==> config.mk <==
export PLATFORM = sky130hd
export DESIGN_NAME = bams_seq
export DESIGN_NICKNAME = d
export VERILOG_FILES = /design/src/hdl/bams_pkg.sv /design/src/hdl/bams_fifo.sv /design/src/hdl/bams_seq.sv
export SDC_FILE = /design/constraint.sdc
export NUM_CORES = 1
export LEC_CHECK = 0
export BUFFER_PORTS_ARGS = -buffer_cell sky130_fd_sc_hd__buf_4
export CORE_UTILIZATION = 51
export DETAILED_ROUTE_END_ITERATION = 16
export PLACE_DENSITY_LB_ADDON = 0.05
export SETUP_SLACK_MARGIN = 0.3
export SLEW_MARGIN = 20
export SYNTH_ARGS = -nofsm -noshare
export SYNTH_HDL_FRONTEND = slang
export SYNTH_SLANG_ARGS = --single-unit
==> constraint.sdc <==
create_clock -name clk -period 2.7 [get_ports clk]
set_input_delay 0.54 -clock clk [delete_from_list [all_inputs] [get_ports clk]]
set_output_delay 0.54 -clock clk [all_outputs]
set_load 0.005 [all_outputs]
==> src/hdl/bams_pkg.sv <==
// shared constants and types of the bridge converter mode sequencer
package bams_pkg;
	// ==========================================
	// clock and timing
	localparam int unsigned CLK_HZ = 125_000_000; // system clock rate
	localparam int unsigned FILL_PERIODS = 22; // pipeline periods per fill
	localparam int unsigned FILL_RATE_HZ = 150; // filter fill rate
	// fill wait in clock cycles, rounded down
	localparam longint unsigned FILL_CYC =
		longint'(CLK_HZ) * FILL_PERIODS / FILL_RATE_HZ;
	localparam int FILL_W = 25; // counter width for the fill wait
	localparam int unsigned CFG_BITS = 8; // bits per config word
	localparam int unsigned SAMP_W = 24; // converter sample width
	localparam int unsigned NCONV = 4; // converters on the board

	// ==========================================
	// register offsets (byte addresses)
	localparam logic [7:0] OFS_CTRL = 8'h00; // session and mode control
	localparam logic [7:0] OFS_KEYS = 8'h04; // analog key settings
	localparam logic [7:0] OFS_STAT = 8'h08; // sequencer state
	localparam logic [7:0] OFS_DATA = 8'h0C; // sample stream, pops fifo

	// control and key register fields
	localparam int CTL_RUN = 0; // acquisition running
	localparam int CTL_MODE_LO = 1; // two-bit mode field
	localparam int CTL_ALT = 3; // alternating excitation
	localparam int CTL_AMP = 4; // 1 selects 5 V excitation
	localparam int KEY_IN_LO = 0; // five input switch keys
	localparam int KEY_TU_LO = 8; // four test unbalance keys
	localparam logic [4:0] CTRL_RST = 5'h00; // control after reset
	localparam logic [4:0] INKEY_RST = 5'h00; // input keys after reset
	localparam logic [3:0] TUKEY_RST = 4'h0; // test keys after reset

	// config word bit positions, msb first on the wire
	localparam int CW_PAIR = 7; // 1 selects second input pair
	localparam int CW_ENABLE_A = 6; // chopped measurement
	localparam int CW_SKIP = 5; // second stage filter on
	localparam int CW_FRST = 4; // filter reset

	// ==========================================
	// types
	typedef enum logic [1:0] {
		BAMS_MED4,
		BAMS_HIGH4,
		BAMS_HIGH8,
		BAMS_RSVD
	} bams_mode_e;

	// settings captured at session start
	typedef struct packed {
		bams_mode_e mode;
		logic alt;
		logic amp5;
	} bams_cfg_s;

	// word pushed into the sample stream
	typedef struct packed {
		logic [2:0] chan;
		logic pol;
		logic [3:0] zero;
		logic [SAMP_W-1:0] data;
	} bams_word_s;

	typedef logic [NCONV-1:0][SAMP_W-1:0] bams_samp_t;
endpackage

==> src/hdl/bams_fifo.sv <==
// small synchronous fifo with valid/ready on both sides
`timescale 1ns/1ps
module bams_fifo #(
	parameter int W = 32,
	parameter int D = 4
) (
	input wire logic clk,
	input wire logic rst,
	input wire logic in_valid,
	output logic in_ready,
	input wire logic [W-1:0] in_data,
	output logic out_valid,
	input wire logic out_ready,
	output logic [W-1:0] out_data
);
	localparam int AW = $clog2(D);
	// storage and pointers
	logic [W-1:0] mem_q [D];
	logic [AW-1:0] wp_q, rp_q;
	logic [AW:0] cnt_q;
	wire push = in_valid && in_ready;
	wire pop = out_valid && out_ready;

	// honest full and empty from the count
	assign in_ready = (cnt_q != (AW+1)'(D));
	assign out_valid = (cnt_q != '0);
	assign out_data = mem_q[rp_q];

	// pointer and count update
	always_ff @(posedge clk) begin
		if (rst) begin
			wp_q <= '0;
			rp_q <= '0;
			cnt_q <= '0;
		end else begin
			if (push)
				wp_q <= (wp_q == AW'(D-1)) ? '0 : wp_q + 1'b1;
			if (pop)
				rp_q <= (rp_q == AW'(D-1)) ? '0 : rp_q + 1'b1;
			cnt_q <= cnt_q + (AW+1)'(push) - (AW+1)'(pop);
		end
	end

	// data store, no reset needed
	always_ff @(posedge clk) begin
		if (push)
			mem_q[wp_q] <= in_data;
	end
endmodule

==> src/hdl/bams_seq.sv <==
// bridge converter mode sequencer with apb registers
//
// Notes on behaviour
// medium mode: first pair, no second filter
// high accuracy modes: chopped, converter filtering
// alt off: enable_a input, constant excitation
// alt on: reverse excitation polarity periodically
// polarity toggles once per acquired sample
// eight channel half-cycle: first pair, reset
// common start, then wait 22 periods
// read samples before changing channel settings
// then second pair, reset, repeat forever
// eight channel rate about 3.4 Hz
// input switch keys change only when idle
// four independent test unbalance keys
// software selects 2.5 V or 5 V
// serial config, shared start line
// mode settings latched at session start
// reversal happens on a sample boundary
//
// The APB register port and the register offsets were decided locally.
`timescale 1ns/1ps
module bams_seq
	import bams_pkg::*;
#(
	parameter longint unsigned FILL_CYCLES = bams_pkg::FILL_CYC
) (
	input wire logic clk,
	input wire logic rst,
	// apb slave
	input wire logic psel,
	input wire logic penable,
	input wire logic pwrite,
	input wire logic [7:0] paddr,
	input wire logic [31:0] pwdata,
	output logic [31:0] prdata,
	output logic pready,
	output logic pslverr,
	// converter serial config, shared by all four
	output logic cfg_cs_n,
	output logic cfg_sclk,
	output logic cfg_sdata,
	// shared start line, one cycle pulse
	output logic conv_start,
	// all converters have a sample
	input wire logic conv_drdy,
	input wire bams_pkg::bams_samp_t conv_data,
	// excitation supply control
	output logic bridge_excitation_supply,
	output logic exc_5v,
	// analog keys
	output logic [4:0] input_switch_keys,
	output logic [3:0] test_unbalance_keys
);
	import bams_pkg::*;

	// ==========================================
	// declarations
	typedef enum logic [2:0] {
		S_IDLE,
		S_SEND,
		S_START,
		S_FILL,
		S_WAIT,
		S_READ
	} bams_state_e;

	bams_state_e st_q, st_d; // sequencer state
	logic [4:0] ctrl_q; // control register
	logic [4:0] inkey_q; // input switch keys
	logic [3:0] tukey_q; // test unbalance keys
	bams_cfg_s act_q; // settings of the running session
	bams_cfg_s act_d; // settings as they stand after this edge
	logic pair_q; // second input pair active
	logic pair_d; // input pair after this edge
	logic pol_q; // excitation polarity
	logic [7:0] sh_q; // config shift register
	logic [3:0] bit_q; // config half-bit counter
	logic [FILL_W-1:0] fill_q; // fill wait counter
	logic [1:0] idx_q; // converter being pushed
	logic [31:0] rdata_q; // registered read data
	logic dv_q; // data read returned a real word
	logic start_q; // start pulse
	bams_samp_t samp_q; // captured samples

	// ==========================================
	// bus decode
	wire setup = psel && !penable;
	wire acc = psel && penable;
	wire hit_ctrl = (paddr == OFS_CTRL);
	wire hit_keys = (paddr == OFS_KEYS);
	wire hit_stat = (paddr == OFS_STAT);
	wire hit_data = (paddr == OFS_DATA);
	wire hit_any = hit_ctrl || hit_keys || hit_stat || hit_data;
	wire wr_ctrl = acc && pwrite && hit_ctrl;
	wire wr_keys = acc && pwrite && hit_keys;
	wire rd_data = acc && !pwrite && hit_data;
	wire run = ctrl_q[CTL_RUN];
	wire idle = (st_q == S_IDLE);

	// zero wait states; unmapped or write to read-only errors
	assign pready = 1'b1;
	assign pslverr = acc && (!hit_any || (pwrite && (hit_stat
		|| hit_data)));
	assign prdata = rdata_q;

	// ==========================================
	// fifo in the sample path
	bams_word_s push_w;
	wire fifo_in_ready;
	wire fifo_out_valid;
	wire [31:0] fifo_out_data;
	wire push_v = (st_q == S_READ);
	wire push_ok = push_v && fifo_in_ready;
	wire last_push = push_ok && (idx_q == 2'(NCONV-1));
	wire pop_ok = rd_data && dv_q; // pop only the word handed out

	assign push_w.chan = {pair_q, idx_q};
	assign push_w.pol = pol_q;
	assign push_w.zero = 4'h0;
	assign push_w.data = samp_q[idx_q];

	bams_fifo #(
		.W(32),
		.D(4)
	) u_fifo (
		.clk(clk),
		.rst(rst),
		.in_valid(push_v),
		.in_ready(fifo_in_ready),
		.in_data(push_w),
		.out_valid(fifo_out_valid),
		.out_ready(pop_ok),
		.out_data(fifo_out_data)
	);

	// ==========================================
	// mode decode of the running session
	// next-edge settings, so a session's first word is right
	assign act_d.mode = (idle && run) ?
		bams_mode_e'(ctrl_q[CTL_MODE_LO +: 2]) : act_q.mode;
	assign act_d.alt = (idle && run) ? ctrl_q[CTL_ALT] : act_q.alt;
	assign act_d.amp5 = (idle && run) ? ctrl_q[CTL_AMP] : act_q.amp5;
	wire high8 = (act_d.mode == BAMS_HIGH8);
	// high modes: enable_a and filter
	wire high = (act_d.mode == BAMS_HIGH4) || high8;
	// alternation only in high modes
	wire alt_on = high && act_q.alt;

	// config word for the converters
	logic [7:0] cw;
	// medium mode word
	// pairs swap per readout, quads half a period apart
	assign pair_d = idle ? 1'b0 : ((last_push && high8) ? !pair_q : pair_q);
	assign cw[CW_PAIR] = high8 && pair_d;
	assign cw[CW_ENABLE_A] = high;
	assign cw[CW_SKIP] = high;
	// filter reset each half-cycle
	assign cw[CW_FRST] = 1'b1;
	assign cw[3:0] = 4'h0;

	// ==========================================
	// read data, captured in the setup phase
	always_ff @(posedge clk) begin
		if (rst) begin
			rdata_q <= 32'h0000_0000;
		end else if (setup) begin
			if (hit_ctrl)
				rdata_q <= {27'h0, ctrl_q};
			else if (hit_keys)
				rdata_q <= {20'h0, tukey_q, 3'h0, inkey_q};
			else if (hit_stat)
				rdata_q <= {24'h0, 1'b0, fifo_out_valid, act_q.mode,
					!fifo_in_ready, pair_q, pol_q, !idle};
			else if (hit_data)
				rdata_q <= fifo_out_valid ? fifo_out_data : 32'h0;
			else
				rdata_q <= 32'h0000_0000;
		end
	end

	// remembers whether the setup phase saw a word to return
	always_ff @(posedge clk) begin
		if (rst)
			dv_q <= 1'b0;
		else if (setup)
			dv_q <= hit_data && fifo_out_valid;
	end

	// ==========================================
	// control register, free to write at any time
	always_ff @(posedge clk) begin
		if (rst)
			ctrl_q <= CTRL_RST;
		else if (wr_ctrl)
			ctrl_q <= pwdata[4:0];
	end

	// key register
	always_ff @(posedge clk) begin
		if (rst) begin
			inkey_q <= INKEY_RST;
			tukey_q <= TUKEY_RST;
		end else if (wr_keys && idle) begin
			// keys ignored while running
			inkey_q <= pwdata[KEY_IN_LO +: 5];
			// one test key per converter
			tukey_q <= pwdata[KEY_TU_LO +: 4];
		end
	end

	// ==========================================
	// sequencer next state
	always_comb begin
		st_d = st_q;
		unique case (st_q)
			S_IDLE: begin
				if (run)
					st_d = S_SEND;
			end
			S_SEND: begin
				// serial config then start
				if (bit_q == 4'(2*CFG_BITS-1))
					st_d = S_START;
			end
			S_START: begin
				// fill wait only in eight channel
				st_d = high8 ? S_FILL : S_WAIT;
			end
			S_FILL: begin
				if (!run)
					st_d = S_IDLE;
				else if (fill_q == FILL_W'(FILL_CYCLES-1))
					st_d = S_WAIT;
			end
			S_WAIT: begin
				if (!run)
					st_d = S_IDLE;
				else if (conv_drdy)
					st_d = S_READ;
			end
			S_READ: begin
				// all four pushed before a change
				if (last_push) begin
					if (!run)
						st_d = S_IDLE;
					// next half-cycle reconfigures
					else if (high8)
						st_d = S_SEND;
					else
						st_d = S_WAIT;
				end
			end
			default: st_d = S_IDLE;
		endcase
	end

	// state register
	always_ff @(posedge clk) begin
		if (rst)
			st_q <= S_IDLE;
		else
			st_q <= st_d;
	end

	// ==========================================
	// session settings captured on leaving idle
	always_ff @(posedge clk) begin
		if (rst) begin
			act_q <= '0;
		end else if (idle && run) begin
			// latch only at session start
			act_q <= act_d;
		end
	end

	// input pair selection
	always_ff @(posedge clk) begin
		if (rst)
			pair_q <= 1'b0;
		else
			// swap pairs after each readout in eight channel mode
			pair_q <= pair_d;
	end

	// ==========================================
	// config shifter, one bit per two clocks
	always_ff @(posedge clk) begin
		if (rst) begin
			sh_q <= 8'h00;
			bit_q <= 4'h0;
		end else if (st_q != S_SEND) begin
			// word loaded before each send
			sh_q <= cw;
			bit_q <= 4'h0;
		end else begin
			bit_q <= bit_q + 4'h1;
			if (bit_q[0])
				sh_q <= {sh_q[6:0], 1'b0};
		end
	end

	// serial pins, data changes with clock low
	assign cfg_cs_n = (st_q != S_SEND);
	assign cfg_sclk = (st_q == S_SEND) && bit_q[0];
	assign cfg_sdata = (st_q == S_SEND) && sh_q[7];

	// ==========================================
	// common start pulse
	always_ff @(posedge clk) begin
		if (rst)
			start_q <= 1'b0;
		else
			// one start for all converters
			start_q <= (st_q == S_START);
	end
	assign conv_start = start_q;

	// fill wait counter
	always_ff @(posedge clk) begin
		if (rst || st_q != S_FILL)
			fill_q <= '0;
		else
			// count the fill time
			fill_q <= fill_q + 1'b1;
	end

	// ==========================================
	// sample capture and push index
	always_ff @(posedge clk) begin
		if (rst) begin
			samp_q <= '0;
			idx_q <= 2'h0;
		end else begin
			if (st_q == S_WAIT && conv_drdy)
				samp_q <= conv_data;
			if (st_q != S_READ)
				idx_q <= 2'h0;
			else if (push_ok)
				idx_q <= idx_q + 2'h1;
		end
	end

	// ==========================================
	// excitation polarity
	always_ff @(posedge clk) begin
		if (rst || idle || !alt_on)
			// constant polarity without alternation
			pol_q <= 1'b0;
		// flip once per sample, at its end
		else if (last_push)
			pol_q <= !pol_q;
	end
	// reversing supply drive
	assign bridge_excitation_supply = pol_q;

	// amplitude select
	assign exc_5v = idle ? ctrl_q[CTL_AMP] : act_q.amp5;

	// analog key outputs
	assign input_switch_keys = inkey_q;
	assign test_unbalance_keys = tukey_q;
endmodule

==> results.json, run 1 <==
{
  "worstSetupEndpointType": "primary output",
  "power_density_nw_per_um2": 603,
  "io_pins": 191,
  "critical-path-top-delay-family": "simple AND/OR/NAND/NOR gates",
  "syn_to_final_growth_pct": 20.4,
  "report.final.hold_viol_count": 0,
  "timing.critical_path.required_ns": 2.16,
  "critical_path_peak_fanout": 11,
  "grt_pass1_wl_um": 43500,
  "layout_worst_path_cycle_share": 0.836,
  "final-setup-viol-count": 0,
  "worst-path-buf-inv": 2,
  "insertion_delay_ns": 0.55,
  "route.detailed.drc": 0,
  "register_bit_count_reported_by_yosys": 305,
  "drt-initial-drc-count": 638,
  "synth_sequential_area_ratio": 0.582,
  "timing.max_slew.rel_slack": 0.354,
  "max_cap_violations": 0,
  "synth_top_cell_by_area": "dfxtp_1",
  "final_critical_delay_including_setup_and_external_delays_ns": 2.26,
  "non_filler_cells_in_the_finished_layout": 1603,
  "yosysWarningCount": 0,
  "cpMaxStageDelayCell": "dfxtp_1",
  "tritoncts": "built",
  "starting_utilization_of_the_core_area": 0.525,
  "dpl.hpwl_um": 17700,
  "synth_cell_type_count": 63,
  "synth_area_um2": 12400,
  "core.rowCount": 56,
  "leakagePower_nw": 5.29,
  "number_of_global_route_vias_before_repair": 8168,
  "syn_area_per_cell_um2": 11.2,
  "number_of_enable_flip_flop_cells_after_synthesis": 112,
  "total_wirelength_um": 27500,
  "synth.area.top_cells": "dfxtp_1 (31%), edfxtp_1 (27%), mux4_2 (9.4%)",
  "max_stage_delay_ns": 0.38,
  "n_fill_cell": 1947,
  "numCtsBuffers": 31,
  "placed_area_um2": 14000,
  "slew_at_the_pin_with_the_worst_max_slew_slack_ns": 0.969,
  "status": "complete, no violations",
  "crit_chain": "buf_4 -> nor3b_4 -> and2_1 -> buf_4",
  "worstPathArrival_ns": 1.72,
  "routed_wire_length_per_instance_um": 17.2,
  "clock-root-buffer": "clkbuf_16",
  "antenna_violating_nets_left": 0,
  "dr_total_vias": 8711,
  "cts.clk_slew.worst_paths_ns": 0.06,
  "route.detailed.vias_per_inst": 5.43,
  "drt_pre_antenna_iters": 5,
  "rsz_0062_raised_after_global_routing": "false",
  "achievable-frequency_ghz": 0.443,
  "critical_path_class": "register to primary output",
  "critPathMostFrequentCell": "buf_4",
  "synth_flop_cell": "dfxtp_1",
  "die_width_um": 158,
  "async_reset_ff_frac": 0,
  "drive_gt1_frac": 0.241,
  "cts_htree_levels": 1,
  "setup_tns_ns": 0,
  "die_area_um2": 25000,
  "buffer_ports.inserted": 162,
  "postLayoutCellArea_um2": 15000,
  "fp.dieH_um": 158,
  "fp.coreArea_um2": 23700,
  "synth.top_cell.area_share": 0.311,
  "routabilityCongestion": 0.800,
  "fin_worst_skew_ns": 0.0130,
  "post-place-cells": 1542,
  "synthMostInstantiatedCell": "nand2_1",
  "slew_viol_final": 0,
  "syn-instance-count": 1112,
  "hold_buffers": 0,
  "cts_sinks": 305,
  "number_of_nets_in_the_final_layout": 1412,
  "antenna_found_initial": 1,
  "cts_buffer_depth": 3,
  "grt_max_degree": 156,
  "irDropWorstVdd_v": 0.000359,
  "worst_hold_path_type": "input pin to register",
  "worst_setup_path_start_kind": "register",
  "grt_overflow": 0,
  "synth_common_cells": "nand2_1 (217), dfxtp_1 (193), a21oi_1 (136)",
  "grtUsageTotal": 0.223
}
[per-layer routing]
layer  vias to the layer above  GRT usage  share of wire
li1                       4293          -              -
met1                      4148      0.339           0.49
met2                       231      0.334           0.45
met3                        39     0.0279          0.045
met4                         0     0.0618          0.019
met5                         -          0              0
[final cells by class]
| type | count | area (um^2) | area share |
|---|---|---|---|
| clock inverter | 15 | 105 | 0.00702 |
| clock buffer | 43 | 871 | 0.0582 |
| tap | 319 | 399 | 0.0267 |
| antenna | 1 | 2.50 | 0.000167 |
| sequential | 305 | 7230 | 0.483 |
| timing repair buffer | 190 | 1460 | 0.0978 |
| multi-input combinational | 717 | 4840 | 0.324 |
| inverter | 13 | 48.8 | 0.00326 |
[where the power goes]
| group | internal [mW] | leakage [nW] | switching [mW] |
|---|---|---|---|
| sequential | 4.73 | 2.59 | 0.000527 |
| clock | 2.34 | 0.483 | 1.71 |
| combinational | 0.126 | 2.21 | 0.112 |
| total | 7.20 | 5.29 | 1.82 |
[tightest hold or removal path: stages]
cell	delay (ns)
buf_4	0.08
mux2i_1	0.05
nor2_1	0.07
[worst paths after layout]
check,start,end,slack [ns],depth (start not counted)
worst max-delay path,st_q[0]$_SDFFE_PP0P_,cfg_sdata,0.44,4
worst min-delay path,pwdata[2],ctrl_q[2]$_SDFFE_PP0P_,0.23,3
worst max register to register,ctrl_q[0]$_SDFFE_PP0P_,st_q[2]$_SDFFE_PP0P_,0.45,7
worst min register to register,samp_q[66]$_SDFFE_PP0P_,samp_q[66]$_SDFFE_PP0P_,0.45,2
[logic make-up after synthesis]
group	count (synthesis)	synth area share
compound gates	207	0.0939
xor+xnor	22	0.0155
fa+ha+maj	12	0.0127
buf+inv	93	0.0342
flops	305	0.582
mux	69	0.108
other cells	2	0.000604
simple gates	402	0.153
[registers in the layout, indices dropped and copies added (netlist names), named ones only]
signal and count:
ctrl_q 5, pair_q 1, idx_q 2, u_fifo.wp_q 2
act_q 4, input_switch_keys 5, u_fifo.cnt_q 3, sh_q 4
test_unbalance_keys 4, conv_start 1, bit_q 4, fill_q 25
dv_q 1, u_fifo.rp_q 2, bridge_excitation_supply 1, st_q 3
samp_q 96, prdata 28, u_fifo.mem_q 112
[metrics by stage]
stage | utilization | setup WS (ns) | total power, mW | hold WS (ns)
floorplan | - | 0.352 | 4.90 | 0.429
global placement | 0.590 | 0.299 | 5.07 | 0.439
detailed placement | 0.590 | 0.309 | 5.07 | 0.444
CTS | 0.631 | 0.320 | 9.11 | 0.213
global route | 0.632 | 0.330 | 9.32 | 0.222
finish | 0.632 | 0.441 | 9.02 | 0.233
[placed cells by master (no fill, tap or decap), types with 7 or more instances in the layout]
master / Yosys / layout
a21oi_1: 136 / 136
a22oi_1: 20 / 20
and2_1: 12 / 12
and3_1: 10 / 9
and4_1: 8 / 8
buf_4: 5 / 187
clkbuf_1: 53 / 7
clkbuf_16: 0 / 31
clkinv_2: 0 / 7
dfxtp_1: 193 / 191
edfxtp_1: 112 / 112
ha_1: 11 / 10
inv_1: 13 / 13
mux2i_1: 14 / 14
mux4_2: 52 / 52
nand2_1: 217 / 217
nand3_1: 24 / 23
nand4_1: 15 / 15
nor2_1: 64 / 64
o21ai_0: 22 / 21
o31ai_1: 8 / 8
or4_1: 11 / 11
xnor2_1: 11 / 11
xor2_1: 11 / 11
[timing repair]
| item | in CTS | in global routing |
|---|---|---|
| buffers inserted | 0 | 2 |
| gates resized for setup | 1 | 0 |
| setup endpoints to repair | 3 | 3 |
Note: power is estimated with default switching activity, not from simulation.
==> inputs of run 2 (changes only) <==
Settings changed: CORE_UTILIZATION 51 to 57.
Clock period 2.7 ns to 2.4 ns, I/O delays scaled along.
==> results.json, run 2 (synthesis gave the netlist of run 1 again) <==
{
  "cts_buffer_depth": 3,
  "cts_sinks": 305,
  "clock-root-buffer": "clkbuf_16",
  "busiest_layer": "met2",
  "final-setup-viol-count": 0,
  "die_width_um": 150,
  "largest_register_ffs": 112,
  "dpl.hpwl_um": 18500,
  "rrSetupSlack_ns": 0.26,
  "numCtsBuffers": 34,
  "achievable-frequency_ghz": 0.465,
  "slew_at_the_pin_with_the_worst_max_slew_slack_ns": 0.524,
  "max_stage_delay_ns": 0.33,
  "grt_max_degree": 107,
  "worst_hold_path_type": "input pin to register",
  "routed_wire_length_per_instance_um": 17.9,
  "worst-path-buf-inv": 3,
  "final_critical_delay_including_setup_and_external_delays_ns": 2.15,
  "fp.coreArea_um2": 21200,
  "cpMaxStageDelayCell": "dfxtp_2",
  "non_filler_cells_in_the_finished_layout": 1583,
  "grt_pass1_wl_um": 44200,
  "layout.cells.most_common": "nand2_1",
  "cts_htree_levels": 2,
  "rsz_0062_raised_after_global_routing": "true",
  "grt.met2_usage": 0.412,
  "placed_area_um2": 14100,
  "route.detailed.drc": 0,
  "critical-path-top-delay-family": "buffers and inverters",
  "buffer_ports.inserted": 162,
  "irDropWorstVdd_v": 0.000521,
  "gr-usage-met3": 0.0418,
  "worstPathArrival_ns": 1.67,
  "drt-initial-drc-count": 505,
  "critPathMostFrequentCell": "buf_6",
  "diodes": 0,
  "final_cell_mix": "nand2_1 (217), buf_4 (201), dfxtp_1 (186), a21oi_1 (136), edfxtp_1 (112)",
  "number_of_global_route_vias_before_repair": 8489,
  "number_of_nets_in_the_final_layout": 1438,
  "report.final.hold_viol_count": 0,
  "drt_pre_antenna_iters": 5,
  "syn_to_final_growth_pct": 23.7,
  "reg2reg_depth": 8,
  "starting_utilization_of_the_core_area": 0.586,
  "top_register": "u_fifo.mem_q",
  "post-place-cells": 1507,
  "grtUsageTotal": 0.256,
  "critical_path_class": "register to primary output",
  "hold-path-cell-count": 3,
  "hold_buffers": 0,
  "antenna_found_initial": 0,
  "leakagePower_nw": 5.50,
  "status": "complete, no violations",
  "dr_total_vias": 8994,
  "timing.critical_path.required_ns": 1.92,
  "route.detailed.vias_per_inst": 5.68,
  "grt_overflow": 0,
  "tritoncts": "built",
  "worstSetupEndpointType": "primary output",
  "cts.clk_slew.worst_paths_ns": 0.06,
  "crit_cells": 5,
  "insertion_delay_ns": 0.51,
  "fp.dieH_um": 150,
  "layout_worst_path_cycle_share": 0.896,
  "core.rowCount": 53,
  "timing.max_slew.rel_slack": 0.651,
  "met1_usage": 0.361,
  "postLayoutCellArea_um2": 15400,
  "drive_gt1_frac": 0.265,
  "critical_path_peak_fanout": 2,
  "total_wirelength_um": 28400,
  "antenna_violating_nets_left": 0,
  "io_pins": 191,
  "slew_viol_final": 0,
  "worst_setup_path_start_kind": "register",
  "power_density_nw_per_um2": 706,
  "routabilityCongestion": 0.881,
  "max_cap_violations": 0,
  "fin_worst_skew_ns": 0.0212,
  "crit_chain": "nor3_4 -> buf_4 -> buf_6 -> mux2_4 -> buf_6",
  "die_area_um2": 22400
}
run 2: final timing paths:
path                                               from                 endpoint
worst max-delay path               st_q[0]$_SDFFE_PP0P_                   exc_5v
worst min-delay path                      conv_data[51]  samp_q[51]$_SDFFE_PP0P_
worst max register to register     st_q[0]$_SDFFE_PP0P_     st_q[2]$_SDFFE_PP0P_
worst min register to register  samp_q[80]$_SDFFE_PP0P_  samp_q[80]$_SDFFE_PP0P_
run 2: area by class of cell:
type	count	area, um^2
multi-input combinational	717	4870
clock buffer	46	947
sequential	305	7240
tap	275	344
inverter	13	48.8
clock inverter	14	190
fill	1569	5850
timing repair buffer	213	1730
run 2: what timing repair did:
action	CTS	global route
resized for setup	12	3
pin swaps	7	8
cloned	0	0
setup endpoints to repair	7	8
setup buffers	10	6
run 2: routing by layer:
metal / vias to the layer above / part of all wire / wire length [um]
met4: 0 / 0.016 / 453
met2: 278 / 0.48 / 13600
li1: 4346 / - / -
met3: 41 / 0.055 / 1560
met5: - / 0 / 0
met1: 4329 / 0.45 / 12800
run 2: per-stage QoR:
stage / hold WS (ns) / setup slack, ns / TNS (ns) / utilization / power [mW]
finish: 0.215 / 0.250 / 0 / 0.724 / 10.8
global route: 0.205 / 0.158 / 0 / 0.724 / 11.1
CTS: 0.200 / 0.248 / 0 / 0.722 / 10.9
detailed placement: 0.443 / -0.0245 / -0.0245 / 0.663 / 5.70
global placement: 0.439 / 0.0449 / 0 / 0.663 / 5.70
floorplan: 0.429 / 0.127 / 0 / - / 5.51
run 2: report_power, final:
part           leakage [nW]  internal [mW]  switching [mW]
clock                 0.554           3.22            2.04
sequential             2.60           5.32        0.000547
combinational          2.35          0.145           0.126
total                  5.50           8.68            2.16
run 2: worst register-to-register path, delay by kind of cell, from the launching register on:
| family | cells | cell delay, ns |
|---|---|---|
| and+or+nand+nor | 4 | 1.01 |
| AOI/OAI and AO/OA | 2 | 0.23 |
| muxes | 1 | 0.32 |
| DFF | 1 | 0.33 |
| adders and majority gates | 1 | 0.18 |
==> inputs of run 3 (changes only) <==
Settings changed: PLACE_DENSITY set to 0.92, PLACE_DENSITY_LB_ADDON 0.05 to unset.
==> results.json, run 3 (synthesis gave the netlist of run 1 again) <==
{
  "worst_hold_path_type": "input pin to register",
  "top_register": "u_fifo.mem_q",
  "buffer_ports.inserted": 162,
  "worstSetupEndpointType": "register",
  "r2r_start": "st_q[2]$_SDFFE_PP0P_",
  "postLayoutCoreUtil": 0.711,
  "starting_utilization_of_the_core_area": 0.586,
  "numCtsBuffers": 30,
  "timing.max_slew.rel_slack": 0.521,
  "power_density_nw_per_um2": 679,
  "rrSetupSlack_ns": 0.21,
  "fp.coreArea_um2": 21200,
  "syn_to_final_growth_pct": 21.4,
  "final-setup-viol-count": 0,
  "grtUsageTotal": 0.273,
  "critPathLaunch": "st_q[2]$_SDFFE_PP0P_",
  "cts_htree_levels": 1,
  "clock-root-buffer": "clkbuf_16",
  "dpl.hpwl_um": 19100,
  "die_width_um": 150,
  "worst_setup_path_start_kind": "register",
  "final_critical_delay_including_setup_and_external_delays_ns": 2.19,
  "critical_path_peak_fanout": 4,
  "irDropWorstVdd_v": 0.000453,
  "n_fill_cell": 1336,
  "fp.dieH_um": 150,
  "layout_worst_path_cycle_share": 0.913,
  "whs_ns": 0.173,
  "drive_gt1_frac": 0.254,
  "slew_viol_final": 0,
  "drt-initial-drc-count": 971,
  "final_cell_mix": "nand2_1 (217), dfxtp_1 (186), buf_4 (182), a21oi_1 (136), edfxtp_1 (112)",
  "tritoncts": "built",
  "number_of_global_route_vias_before_repair": 9045,
  "number_of_nets_in_the_final_layout": 1416,
  "rsz_0062_raised_after_global_routing": "true",
  "antenna_violating_nets_left": 0,
  "grt_overflow": 0,
  "achievable-frequency_ghz": 0.456,
  "postLayoutSetupSlackWorst_ns": 0.209,
  "route.detailed.drc": 0,
  "diodes": 0,
  "routed_wire_length_per_instance_um": 19.7,
  "drt_pre_antenna_iters": 6,
  "worstPathArrival_ns": 2.66,
  "post-place-cells": 1497,
  "layout.cells.most_common": "nand2_1",
  "max_cap_violations": 0,
  "setup_tns_ns": 0,
  "die_area_um2": 22400,
  "total_wirelength_um": 30700,
  "status": "complete, no violations",
  "route.detailed.vias_per_inst": 6.07,
  "largest_register_ffs": 112,
  "fin_worst_skew_ns": 0.0110,
  "routabilityCongestion": 0.882,
  "timing.critical_path.required_ns": 2.87,
  "cts_sinks": 305,
  "insertion_delay_ns": 0.56,
  "critical_path_class": "register to register",
  "slew_at_the_pin_with_the_worst_max_slew_slack_ns": 0.718,
  "cts_buffer_depth": 3,
  "antenna_found_initial": 0,
  "hold_buffers": 0,
  "io_pins": 191,
  "grt_max_degree": 156,
  "leakagePower_nw": 5.33,
  "preCtsSetupSlack_ns": -0.0687,
  "report.final.hold_viol_count": 0,
  "dr_total_vias": 9475,
  "core.rowCount": 53,
  "grt_pass1_wl_um": 47600,
  "hold_start": "conv_data[89]",
  "cts.clk_slew.worst_paths_ns": 0.06,
  "non_filler_cells_in_the_finished_layout": 1560
}
[run 3: cell count changes in the layout (fill, tap and decap cells not counted), sizes merged]
cell,delta
buf,-18
bufinv,-2
clkbuf,-3
[run 3: worst paths after layout]
| path | endpoint | cells after the start |
|---|---|---|
| worst max-delay path | st_q[2]$_SDFFE_PP0P_ | 8 |
| worst min-delay path | samp_q[89]$_SDFFE_PP0P_ | 3 |
| worst max register to register | st_q[2]$_SDFFE_PP0P_ | 8 |
| worst min register to register | samp_q[24]$_SDFFE_PP0P_ | 2 |
[run 3: through the flow]
stage	cell area [um^2]	total power [mW]
after CTS	15100	10.3
after global placement	14000	5.70
after detailed placement	14000	5.70
final	15100	10.2
after global routing	15100	10.5
after floorplan	12500	5.51
[run 3: timing repair]
action | in CTS | in global routing
pin swaps | 8 | 2
gates resized for setup | 16 | 3
endpoints found under the setup margin | 8 | 8
setup buffers | 7 | 1
[run 3: report_power, final]
part / leakage [nW] / internal, mW / switching (mW)
clock: 0.485 / 2.71 / 1.95
sequential: 2.60 / 5.32 / 0.000535
combinational: 2.25 / 0.142 / 0.126
[run 3: area by class of cell]
type | count | area [um^2] | area share
Tap cell | 275 | 344 | 0.0228
Inverter | 13 | 48.8 | 0.00323
Clock buffer | 43 | 861 | 0.0571
Sequential cell | 305 | 7240 | 0.480
Multi-Input combinational cell | 717 | 4880 | 0.323
Timing Repair Buffer | 195 | 1590 | 0.105
Clock inverter | 12 | 129 | 0.00854
[run 3: metal layers]
metal	global-route usage	vias up	share of wire
li1	-	4282	-
met1	0.371	4529	0.40
met2	0.434	558	0.47
met3	0.0418	106	0.083
met4	0.126	0	0.040
met5	0	-	0
[run 3: worst max-delay path, cell delays in order, from the launching register on]
cell       delay (ns)
dfxtp_2          0.34
nor3_4           0.21
and2_4           0.20
mux2_4           0.32
ha_4             0.18
or4b_4           0.48
o311ai_2         0.10
nand4bb_1        0.14
o21ai_1          0.14
